## src/verilog/pse_pkg.sv

```systemverilog
package pse_pkg;

   // ------------------------------------------------------------------
   // Timing
   // ------------------------------------------------------------------
   localparam int CLK_HZ = 200_000_000;
   localparam int BAUD = 9600;
   localparam int BIT_CYC = CLK_HZ / BAUD;
   localparam int WIN_MS = 1000;
   localparam int WIN_CYC = (CLK_HZ / 1000) * WIN_MS;

   // ------------------------------------------------------------------
   // Frame layout and reset values
   // ------------------------------------------------------------------
   localparam int BUF_DEPTH = 10;
   localparam int STEP_W = 20;
   localparam int CAL_MIN_STEPS = 1;
   localparam int CAL_MAX_STEPS = 820000;
   localparam int CORR_OFF_STEPS = 1;
   localparam logic [19:0] FREQ_RESET = 20'h02710;
   localparam logic [2:0] FILT_RESET = 3'h0;
   localparam logic [6:0] ADDR_RESET = 7'h00;
   localparam int VER_TAG_LEN = 11;
   localparam int DATE_LEN = 5;
   localparam int SER_DIGITS = 5;
   localparam int SER_ZERO_END = 11;

   // ------------------------------------------------------------------
   // Characters
   // ------------------------------------------------------------------
   localparam logic [7:0] CH_HASH = 8'h23;
   localparam logic [7:0] CH_STAR = 8'h2a;
   localparam logic [7:0] CH_QM = 8'h3f;
   localparam logic [7:0] CH_SEMI = 8'h3b;
   localparam logic [7:0] CH_ZERO = 8'h30;
   localparam logic [7:0] CH_SEVEN = 8'h37;
   localparam logic [7:0] CH_NINE = 8'h39;
   localparam logic [7:0] CH_SPACE = 8'h20;
   localparam logic [7:0] CH_AT = 8'h40;
   localparam logic [7:0] CH_BANG = 8'h21;
   localparam logic [7:0] CH_LO_V = 8'h76;
   localparam logic [7:0] CH_LO_P = 8'h70;
   localparam logic [7:0] CH_LO_B = 8'h62;
   localparam logic [7:0] CH_LO_T = 8'h74;
   localparam logic [7:0] CH_LO_S = 8'h73;
   localparam logic [7:0] CH_UP_S = 8'h53;
   localparam logic [7:0] CH_UP_T = 8'h54;
   localparam logic [7:0] CH_UP_A = 8'h41;
   localparam logic [7:0] CH_LO_K = 8'h6b;
   localparam logic [7:0] CH_LO_F = 8'h66;
   localparam logic [7:0] CH_LO_E = 8'h65;
   localparam logic [7:0] CH_LO_C = 8'h63;
   localparam logic [7:0] CH_LO_L = 8'h6c;
   localparam logic [7:0] CH_UP_E = 8'h45;
   localparam logic [7:0] CH_UP_R = 8'h52;

   // ------------------------------------------------------------------
   // Types
   // ------------------------------------------------------------------
   typedef enum logic [4:0] {
      ST_IDLE = 5'h01,
      ST_ADDR_HI = 5'h02,
      ST_ADDR_LO = 5'h04,
      ST_BODY = 5'h08,
      ST_SEND = 5'h10
   } pse_state_t;

   typedef enum logic [3:0] {
      K_NONE, K_VER, K_DATE, K_VOLT, K_TEMP, K_SER, K_MAG, K_AXIS,
      K_FREQ, K_FILT, K_ACK, K_OFF, K_WIN, K_ADDR, K_ERR
   } pse_kind_t;

   // Text fields hold their first character in the top byte.
   typedef struct packed {
      logic ext_date_valid;
      logic [39:0] ext_date;
      logic [39:0] int_date;
      logic [15:0] volt_code;
      logic [15:0] temp_code;
      logic [39:0] serial;
      logic [31:0] mag_sq;
      logic [31:0] field_x;
      logic [31:0] field_y;
      logic [31:0] field_z;
      logic [31:0] freq_mhz;
   } pse_meas_t;

endpackage : pse_pkg

```

## src/verilog/pse_emulator.sv

```systemverilog
// Behaviour
// - Frames open with '#', close with '*'; letters match case exactly.
// - Two ASCII decimal digits after '#' give the address 00..99.
// - Address 00 is always accepted, whatever address is stored.
// - Version reply: 'v', type tag, version, date, ';'; external first.
// - Date reply: 'p', mm/yy, ';'; external date preferred.
// - Voltage reply: 'b' then 16-bit code, high byte first.
// - Temperature reply: 't' then 16-bit code, high byte first.
// - Serial reply: 33 chars, 's', five digits, 'S', five '0' chars, 21 zero bytes.
// - Magnitude reply: 'T' then squared magnitude float, low byte first.
// - Axis reply: 'A' then x, y, z floats, each low byte first.
// - Frequency set in 10 kHz steps; reply 'k' plus MHz float.
// - Out-of-range frequency is replaced by nearest calibrated one.
// - Filter digit 0..7 selects cut-off; reply 'f' plus digit.
// - Only the cut-off is emulated, never a notch response.
// - Auto-off command changes nothing and answers a single 'e'.
// - Power-off '!' is dropped silently with no reply.
// - Store-entry command opens a one-second window, no reply.
// - Address set inside window stores and echoes 'l'dd; else "ERR".
// - Nominal 9600 8N1; other line settings must not block traffic.
// - Frequency correction off sets 10 kHz instead of disabling.
`timescale 1ns/10ps
module pse_emulator
   import pse_pkg::*;
#(
   parameter int BIT_CYCLES = BIT_CYC,
   parameter int WIN_CYCLES = WIN_CYC,
   parameter int CAL_MIN = CAL_MIN_STEPS,
   parameter int CAL_MAX = CAL_MAX_STEPS,
   // Arbitrary identification text, sent as type and version.
   parameter logic [87:0] VER_TAG = 88'h58_50_31_30_30_3a_31_2e_30_30_20
)
(
   input wire logic clk,
   input wire logic resetn,
   input wire logic rxd,
   output logic txd,
   input wire pse_meas_t meas,
   output logic [STEP_W-1:0] freq_steps,
   output logic [2:0] filter_sel,
   output logic [6:0] probe_addr,
   output logic store_window
);

   // ------------------------------------------------------------------
   // Serial line
   // ------------------------------------------------------------------
   logic rx_valid, tx_ready;
   logic [7:0] rx_data, tx_byte;
   wire tx_start;

   pse_uart #(.BIT_CYCLES(BIT_CYCLES)) u_uart (
      .clk(clk),
      .resetn(resetn),
      .rxd(rxd),
      .txd(txd),
      .rx_valid(rx_valid),
      .rx_data(rx_data),
      .tx_valid(tx_start),
      .tx_data(tx_byte),
      .tx_ready(tx_ready)
   );

   // ------------------------------------------------------------------
   // Helpers
   // ------------------------------------------------------------------
   function automatic logic is_digit(input logic [7:0] c);
      return c >= CH_ZERO && c <= CH_NINE;
   endfunction : is_digit

   function automatic logic [31:0] swap32(input logic [31:0] w);
      return {w[7:0], w[15:8], w[23:16], w[31:24]};
   endfunction : swap32

   // Returns {ok, steps}; spaces are skipped, one digit at least.
   function automatic logic [32:0] parse_steps(
      input logic [8*BUF_DEPTH-1:0] b, input logic [3:0] n);
      logic ok, seen;
      logic [31:0] v;
      logic [7:0] c;
      ok = 1'b1;
      seen = 1'b0;
      v = 32'h0;
      for (int i = 1; i < BUF_DEPTH; i++)
      begin
         c = b[8*i +: 8];
         if (4'(i) < n)
         begin
            if (is_digit(c))
            begin
               v = v * 32'd10 + {24'h0, c - CH_ZERO};
               seen = 1'b1;
            end
            else if (c != CH_SPACE)
               ok = 1'b0;
         end
      end
      return {ok && seen, v};
   endfunction : parse_steps

   function automatic pse_kind_t decode_kind(
      input logic [8*BUF_DEPTH-1:0] b, input logic [3:0] n,
      input logic win);
      logic [7:0] c0, c1, c2, c3;
      logic [32:0] ps;
      c0 = b[7:0];
      c1 = b[15:8];
      c2 = b[23:16];
      c3 = b[31:24];
      ps = parse_steps(b, n);
      decode_kind = K_NONE;
      if (c0 == CH_QM && n == 4'h2)
         case (c1)
            CH_LO_V: decode_kind = K_VER;
            CH_LO_P: decode_kind = K_DATE;
            CH_LO_B: decode_kind = K_VOLT;
            CH_LO_T: decode_kind = K_TEMP;
            CH_LO_S: decode_kind = K_SER;
            CH_UP_T: decode_kind = K_MAG;
            CH_UP_A: decode_kind = K_AXIS;
            default: decode_kind = K_NONE;
         endcase
      else if (c0 == CH_LO_K && ps[32])
         decode_kind = K_FREQ;
      else if (c0 == CH_LO_F && n == 4'h2 && is_digit(c1) && c1 <= CH_SEVEN)
         decode_kind = K_FILT;
      else if (c0 == CH_LO_E)
         decode_kind = K_ACK;
      else if (c0 == CH_BANG && n == 4'h1)
         decode_kind = K_OFF;
      else if (c0 == CH_AT && c1 == CH_LO_C && n == 4'h2)
         decode_kind = K_WIN;
      else if (c0 == CH_AT && c1 == CH_LO_L && n == 4'h4 &&
               is_digit(c2) && is_digit(c3))
         decode_kind = win ? K_ADDR : K_ERR;
   endfunction : decode_kind

   function automatic logic [5:0] reply_len(input pse_kind_t k);
      case (k)
         K_VER: return 6'(VER_TAG_LEN + DATE_LEN + 2);
         K_DATE: return 6'(DATE_LEN + 2);
         K_VOLT, K_TEMP, K_ADDR, K_ERR: return 6'd3;
         K_SER: return 6'd33;
         K_MAG, K_FREQ: return 6'd5;
         K_AXIS: return 6'd13;
         K_FILT: return 6'd2;
         K_ACK: return 6'd1;
         default: return 6'd0;
      endcase
   endfunction : reply_len

   // ------------------------------------------------------------------
   // Frame parser
   // ------------------------------------------------------------------
   pse_state_t state;
   logic [6:0] addr_rx;
   logic [7:0] addr_hi;
   logic [8*BUF_DEPTH-1:0] body;
   logic [3:0] body_cnt;
   logic [27:0] win_cnt;
   pse_kind_t kind;
   logic [5:0] idx, len;
   logic [95:0] snap;

   wire in_body = state == ST_BODY;
   wire got_hash = rx_valid && rx_data == CH_HASH;
   wire frame_end = in_body && rx_valid && rx_data == CH_STAR;
   wire addr_ok = addr_rx == 7'h00 || addr_rx == probe_addr;
   wire pse_kind_t next_kind = decode_kind(body, body_cnt, store_window);
   wire take = frame_end && addr_ok && next_kind != K_NONE;
   wire [32:0] steps_raw = parse_steps(body, body_cnt);
   wire [31:0] steps_on = (steps_raw[31:0] == 32'h0) ?
      32'(CORR_OFF_STEPS) : steps_raw[31:0];
   wire [31:0] steps_clip = (steps_on < 32'(CAL_MIN)) ? 32'(CAL_MIN) :
      (steps_on > 32'(CAL_MAX)) ? 32'(CAL_MAX) : steps_on;
   wire [39:0] date_sel = meas.ext_date_valid ?
      meas.ext_date : meas.int_date;
   wire [6:0] new_addr = 7'((body[23:16] - CH_ZERO) * 8'd10 +
      (body[31:24] - CH_ZERO));
   wire [5:0] jdx = idx - 6'd1;
   wire [7:0] snap_byte = snap[8'd95 - 8'(jdx) * 8'd8 -: 8];
   wire [7:0] tag_byte = VER_TAG[8'd87 - 8'(jdx) * 8'd8 -: 8];
   wire tx_acc = tx_start && tx_ready;
   assign tx_start = state == ST_SEND;
   assign store_window = win_cnt != 28'h0;

   always_ff @(posedge clk or negedge resetn)
   begin
      if (!resetn)
      begin
         state <= ST_IDLE;
         addr_rx <= 7'h00;
         addr_hi <= 8'h00;
         body <= '0;
         body_cnt <= 4'h0;
      end
      else if (state == ST_SEND)
      begin
         if (tx_acc && idx == len - 6'd1)
            state <= ST_IDLE;
      end
      else if (got_hash)
         state <= ST_ADDR_HI;
      else if (rx_valid)
         unique case (state)
            ST_IDLE: state <= ST_IDLE;
            ST_ADDR_HI:
               if (is_digit(rx_data))
               begin
                  addr_hi <= rx_data - CH_ZERO;
                  state <= ST_ADDR_LO;
               end
               else
                  state <= ST_IDLE;
            ST_ADDR_LO:
               if (is_digit(rx_data))
               begin
                  addr_rx <= 7'(addr_hi * 8'd10 + (rx_data - CH_ZERO));
                  body_cnt <= 4'h0;
                  state <= ST_BODY;
               end
               else
                  state <= ST_IDLE;
            ST_BODY:
               if (frame_end)
                  state <= (take && reply_len(next_kind) != 6'd0) ?
                     ST_SEND : ST_IDLE;
               else if (body_cnt == 4'(BUF_DEPTH))
                  state <= ST_IDLE;
               else
               begin
                  body[8*body_cnt +: 8] <= rx_data;
                  body_cnt <= body_cnt + 4'h1;
               end
            ST_SEND: state <= ST_SEND;
         endcase
   end

   // ------------------------------------------------------------------
   // Settings and address window
   // ------------------------------------------------------------------
   // The filter output is only a cut-off index; no notch shaping exists.
   always_ff @(posedge clk or negedge resetn)
   begin
      if (!resetn)
      begin
         freq_steps <= FREQ_RESET;
         filter_sel <= FILT_RESET;
         probe_addr <= ADDR_RESET;
         win_cnt <= 28'h0;
      end
      else
      begin
         if (take && next_kind == K_FREQ)
            freq_steps <= steps_clip[STEP_W-1:0];
         if (take && next_kind == K_FILT)
            filter_sel <= body[10:8];
         if (take && next_kind == K_ADDR)
            probe_addr <= new_addr;
         if (take && next_kind == K_WIN)
            win_cnt <= 28'(WIN_CYCLES);
         else if (take && next_kind == K_ADDR)
            win_cnt <= 28'h0;
         else if (store_window)
            win_cnt <= win_cnt - 28'h1;
      end
   end

   // ------------------------------------------------------------------
   // Reply
   // ------------------------------------------------------------------
   // The frequency float is sampled as the first reply byte is accepted,
   // one clock after the new step count is stored, which is all the settling time it gets.
   always_ff @(posedge clk or negedge resetn)
   begin
      if (!resetn)
      begin
         kind <= K_NONE;
         idx <= 6'd0;
         len <= 6'd0;
         snap <= '0;
      end
      else if (take)
      begin
         kind <= next_kind;
         idx <= 6'd0;
         len <= reply_len(next_kind);
         case (next_kind)
            K_VER, K_DATE: snap <= {date_sel, 56'h0};
            K_VOLT: snap <= {meas.volt_code, 80'h0};
            K_TEMP: snap <= {meas.temp_code, 80'h0};
            K_SER: snap <= {meas.serial, 56'h0};
            K_MAG: snap <= {swap32(meas.mag_sq), 64'h0};
            K_AXIS: snap <= {swap32(meas.field_x), swap32(meas.field_y),
               swap32(meas.field_z)};
            K_FILT: snap <= {body[15:8], 88'h0};
            K_ADDR: snap <= {body[23:16], body[31:24], 80'h0};
            default: snap <= '0;
         endcase
      end
      else if (tx_acc)
      begin
         idx <= idx + 6'd1;
         if (kind == K_FREQ && idx == 6'd0)
            snap <= {swap32(meas.freq_mhz), 64'h0};
      end
   end

   always_comb
   begin
      tx_byte = snap_byte;
      if (idx == 6'd0)
         case (kind)
            K_VER: tx_byte = CH_LO_V;
            K_DATE: tx_byte = CH_LO_P;
            K_VOLT: tx_byte = CH_LO_B;
            K_TEMP: tx_byte = CH_LO_T;
            K_SER: tx_byte = CH_LO_S;
            K_MAG: tx_byte = CH_UP_T;
            K_AXIS: tx_byte = CH_UP_A;
            K_FREQ: tx_byte = CH_LO_K;
            K_FILT: tx_byte = CH_LO_F;
            K_ACK: tx_byte = CH_LO_E;
            K_ADDR: tx_byte = CH_LO_L;
            K_ERR: tx_byte = CH_UP_E;
            default: tx_byte = 8'h00;
         endcase
      else if (kind == K_ERR)
         tx_byte = CH_UP_R;
      else if (kind == K_VER)
         tx_byte = (jdx < 6'(VER_TAG_LEN)) ? tag_byte :
            (jdx < 6'(VER_TAG_LEN + DATE_LEN)) ?
            snap[8'd95 - 8'(jdx - 6'(VER_TAG_LEN)) * 8'd8 -: 8] : CH_SEMI;
      else if (kind == K_DATE && jdx == 6'(DATE_LEN))
         tx_byte = CH_SEMI;
      else if (kind == K_SER && jdx >= 6'(SER_DIGITS))
         tx_byte = (jdx == 6'(SER_DIGITS)) ? CH_UP_S :
            (jdx < 6'(SER_ZERO_END)) ? CH_ZERO : 8'h00;
   end
endmodule : pse_emulator

```

## src/verilog/pse_uart.sv

```systemverilog
`timescale 1ns/10ps
module pse_uart
   import pse_pkg::*;
#(
   parameter int BIT_CYCLES = BIT_CYC
)
(
   input wire logic clk,
   input wire logic resetn,
   input wire logic rxd,
   output logic txd,
   output logic rx_valid,
   output logic [7:0] rx_data,
   input wire logic tx_valid,
   input wire logic [7:0] tx_data,
   output logic tx_ready
);

   // ------------------------------------------------------------------
   // Receiver
   // ------------------------------------------------------------------
   // Parity and stop bit are not checked, so a host with other line
   // settings still gets its characters through.
   logic rx_s1, rx_s2, rx_busy;
   logic [15:0] rx_cnt;
   logic [3:0] rx_bit;
   logic [7:0] rx_shift;
   wire rx_tick = rx_busy && (rx_cnt == 16'h0000);

   always_ff @(posedge clk or negedge resetn)
   begin
      if (!resetn)
      begin
         rx_s1 <= 1'b1;
         rx_s2 <= 1'b1;
      end
      else
      begin
         rx_s1 <= rxd;
         rx_s2 <= rx_s1;
      end
   end

   always_ff @(posedge clk or negedge resetn)
   begin
      if (!resetn)
      begin
         rx_busy <= 1'b0;
         rx_cnt <= 16'h0000;
         rx_bit <= 4'h0;
         rx_shift <= 8'h00;
         rx_valid <= 1'b0;
         rx_data <= 8'h00;
      end
      else
      begin
         rx_valid <= 1'b0;
         if (!rx_busy)
         begin
            if (!rx_s2)
            begin
               rx_busy <= 1'b1;
               rx_cnt <= 16'(BIT_CYCLES / 2);
               rx_bit <= 4'h0;
            end
         end
         else if (!rx_tick)
            rx_cnt <= rx_cnt - 16'h0001;
         else
         begin
            rx_cnt <= 16'(BIT_CYCLES - 1);
            rx_bit <= rx_bit + 4'h1;
            if (rx_bit == 4'h0 && rx_s2)
               rx_busy <= 1'b0;
            else if (rx_bit == 4'h9)
            begin
               rx_busy <= 1'b0;
               rx_valid <= 1'b1;
               rx_data <= rx_shift;
            end
            else if (rx_bit != 4'h0)
               rx_shift <= {rx_s2, rx_shift[7:1]};
         end
      end
   end

   // ------------------------------------------------------------------
   // Transmitter
   // ------------------------------------------------------------------
   logic [9:0] tx_shift;
   logic [3:0] tx_left;
   logic [15:0] tx_cnt;
   assign tx_ready = (tx_left == 4'h0);

   always_ff @(posedge clk or negedge resetn)
   begin
      if (!resetn)
      begin
         tx_shift <= 10'h3ff;
         tx_left <= 4'h0;
         tx_cnt <= 16'h0000;
      end
      else if (tx_ready)
      begin
         if (tx_valid)
         begin
            tx_shift <= {1'b1, tx_data, 1'b0};
            tx_left <= 4'ha;
            tx_cnt <= 16'(BIT_CYCLES - 1);
         end
      end
      else if (tx_cnt != 16'h0000)
         tx_cnt <= tx_cnt - 16'h0001;
      else
      begin
         tx_shift <= {1'b1, tx_shift[9:1]};
         tx_left <= tx_left - 4'h1;
         tx_cnt <= 16'(BIT_CYCLES - 1);
      end
   end

   assign txd = tx_shift[0];

endmodule : pse_uart

```

## config.mk

```make
export PLATFORM = sky130hd
export DESIGN_NAME = pse_emulator
export DESIGN_NICKNAME = d
export VERILOG_FILES = /design/src/verilog/pse_pkg.sv /design/src/verilog/pse_emulator.sv /design/src/verilog/pse_uart.sv
export SDC_FILE = /design/constraint.sdc
export NUM_CORES = 2
export LEC_CHECK = 0
export BUFFER_PORTS_ARGS = -buffer_cell sky130_fd_sc_hd__buf_2
export CORE_ASPECT_RATIO = 0.6
export CORE_UTILIZATION = 38
export DETAILED_ROUTE_END_ITERATION = 10
export PLACE_DENSITY = 0.64
export SETUP_SLACK_MARGIN = 0.2
export SLEW_MARGIN = 30
export SYNTH_ARGS = -nofsm -noshare
export SYNTH_HDL_FRONTEND = slang
export SYNTH_SLANG_ARGS = --single-unit
```

## constraint.sdc

```tcl
create_clock -name clk -period 25.7 [get_ports clk]
set_clock_uncertainty 0.2 [all_clocks]
set_input_delay 2.57 -clock clk [delete_from_list [all_inputs] [get_ports clk]]
set_output_delay 2.57 -clock clk [all_outputs]
set_load 0.02 [all_outputs]
```

==> qor.csv <==
metric;value;unit
intPower;0.856;mW
synth_edf_count;0;
fillers;10634;
drcViolationCount;10;
grt_pass1_wl;225;mm
grt_pass1_vias;36271;
synth_mux_area_share;6.21;%
first_iter_violations;5173;
power.switching;0.271;mW
endpoint_kind;flip-flop;
grt_overflow;0;
cts_sinks;341;
initial_core_util;38.5;%
cp_data_required_time;25.95;ns
synth_common_cells;nand2_1, ha_1, nor2_1, o21ai_0, a21oi_1;
grt_max_degree;128;
synth_xor_area_share;7.06;%
antenna_found_initial;20;
place_congestion;1.01;
postCtsHoldBufs;0;
slowest_delay;0.89;ns
clockRootBuffer;clkbuf_16;
violations;DRC;
port_buffers;347;
period_share;95.4;%
syn_area;40500;sq um
slew-limit-headroom;30.4;%
r2r-end;freq_steps[5];
hold_depth;0;
cts_inserted_buffers;36;
max_freq;40.8;MHz
ant_nets;0;
clock_latency;0.58;ns
clk_pin_slew;0.07;ns
die_w;424;microns
start_kind;flip-flop;
status;finished with violations;
synth_cell_types;109;
row_count;92;
p_leak;20.9;nW
rsz0062_at_grt;false;
p_per_area;25.0;nW/um^2
area_growth_syn_to_layout;11.2;%
crit_arrival;24.77;ns
max_cap_viol_count;0;
critPathSlowestCell;nor3_1;
p_comb_share;4.9;%
synth_most_common_cell;nand2_1;
hold_viol_final;0;
h-tree-depth;2;
reg2reg_depth;84;
yosysTopAreaCellShare;20.0;%
multi_input_area;30600;sq um
synth-simple-area-share;21.6;%
clk_path_buf_depth;3;
ios;348;
wire_per_inst;22.4;microns
core;105000;sq um
fin_util;42.8;%
synth_compound_area_share;24.8;%
fin_crit;24.52;ns
die_y;255;microns
die_area;108000;sq um
synthArstFlopShare;100;%
tritoncts;yes;
drv_slew;0;
p_seq_share;47.7;%
ys.flop_type;dfrtp_1;
tns;0;ns
dp_hpwl;120;mm
dr.pass1.iters;11;
vias_per_cell;6.14;
crit_type;reg2reg;
final-setup-viol-count;0;
synth_top_family_by_area;compound AO/OA/AOI/OAI gates;
clkPwrFrac;47.4;%
whs_endpoint;u_uart.rx_s2;
hp-start;u_uart.rx_s1;
drive_above_1_share;14.0;%
ir_drop;0.0379;mV
tightest_slew;1.04;ns
ff2ff_setup_slack;1.18;ns
ys.warnings.count;0;
ys_ff_latch;341;
track_usage;26.6;%
swShare;24.0;%
final_nets;6065;
num_vias;41291;
yosysTopAreaCell;dfrtp_1;
seq_area_frac_synth;21.1;%
totalWireLength;151;mm
synthAdderAreaFrac;14.9;%
yosys-top-cells-area;dfrtp_1, ha_1, nand2_1;
timing.rr.start;body_cnt[1];
syn_inst;5070;
hp-class;reg2reg;
cpMostUsedCell;ha_1;
avgSynthCellArea;8.00;sq um
path_max_fanout;15;
regArea;8560;sq um
[kinds of logic (layout without fill, tap and decap cells)]
logic type / after synthesis / count (layout)
AND/OR/NAND/NOR: 1783 / 1783
multiplexers: 188 / 188
buffers and inverters: 447 / 670
adder cells (fa/ha/maj): 473 / 473
AO/OA/AOI/OAI: 1510 / 1510
XOR/XNOR: 326 / 326
flip-flops: 341 / 341
other: 2 / 24
[placed cells by master (no fill, tap or decap), types with 43 or more instances in the layout]
cell / synthesis / layout
nand2_1: 542 / 541
ha_1: 454 / 453
nor2_1: 419 / 416
o21ai_0: 374 / 372
buf_2: 15 / 346
a21oi_1: 349 / 345
dfrtp_1: 324 / 323
inv_1: 212 / 212
xnor2_1: 209 / 207
nand3_1: 153 / 152
nor3_1: 128 / 123
xor2_1: 116 / 115
mux2_2: 88 / 88
a21o_1: 86 / 86
nand2b_1: 69 / 69
nor4_1: 69 / 66
a22o_1: 63 / 63
nand4_1: 62 / 62
mux2i_1: 58 / 58
a211oi_1: 56 / 56
nor2b_1: 47 / 47
o21a_1: 47 / 46
and2_1: 46 / 45
a22oi_1: 45 / 45
a31oi_1: 44 / 43
[through the flow]
stage	total power [mW]	setup WS, ns	cell area, sq um	instances	hold slack [ns]
2_1_floorplan	0.558	4.96	40600	5076	0.145
5_1_grt	1.16	0.190	45100	6721	0.167
6_report	1.13	1.18	45100	6725	0.161
3_5_place_dp	0.599	0.720	43600	6645	0.153
4_1_cts	1.13	0.565	44800	6706	0.165
3_3_place_gp	0.599	0.424	43600	6645	0.154
[power groups by stage]
stage	Combinational, mW	Sequential [mW]	Clock (mW)
final	0.0547	0.537	0.534
after floorplan	0.0109	0.547	0
after detailed placement	0.0520	0.547	0
after CTS	0.0523	0.537	0.541
after global routing	0.0595	0.537	0.563
after global placement	0.0518	0.547	0
[sequential cells by signal (all words and copies together) (netlist names), 3 cells and up]
name             cells
snap                96
body                80
win_cnt             28
freq_steps          20
u_uart.rx_cnt       16
u_uart.tx_cnt       16
u_uart.tx_shift      9
u_uart.rx_data       8
u_uart.rx_shift      8
addr_rx              7
probe_addr           7
addr_hi              6
idx                  6
len                  6
state                5
body_cnt             4
kind                 4
u_uart.rx_bit        4
u_uart.tx_left       4
filter_sel           3
[final cells by class]
cell class                 count  area share (%)
antenna                       16          0.0888
clock buffer                  44            2.18
clock inverter                17           0.386
inverter                     214            1.78
multi-input combinational   4288            67.9
sequential                   341            19.0
tap                         1410            3.91
timing repair buffer         395            4.78
[routing by layer]
metal  routed length [microns]  GRT usage [%]  vias up
met1                     73900           42.4    19682
li1                          -              -    19286
met4                      2620           5.16       14
met5                       241           1.84        -
met3                     19000           8.85      193
met2                     55100           32.9     2116
[worst max-delay path: cells and delay by family (launching register included)]
family	cells	cell delay [ns]
and+or+nand+nor	33	8.82
adders and majority gates	17	6.15
AOI/OAI and AO/OA	21	6.06
xor gates and xnor gates	7	1.59
muxes	3	0.67
DFF	1	0.53
buffers and inverters	3	0.32
[how the worst max path moves through the flow]
stage	start	end	slack [ns]	cells after the start
after floorplan	body[12]	freq_steps[15]	4.96	95
after global placement	body[12]	freq_steps[5]	0.42	86
after detailed placement	body[12]	freq_steps[13]	0.72	90
after CTS	body[12]	freq_steps[13]	0.56	90
after global routing	body[12]	freq_steps[15]	0.19	90
final	body_cnt[1]	freq_steps[5]	1.18	84
[timing repair]
action	in CTS	in global routing
endpoints found under the setup margin	0	20
resized for setup	0	31
buffers inserted	0	2
Note: power is estimated with default switching activity, not from simulation.
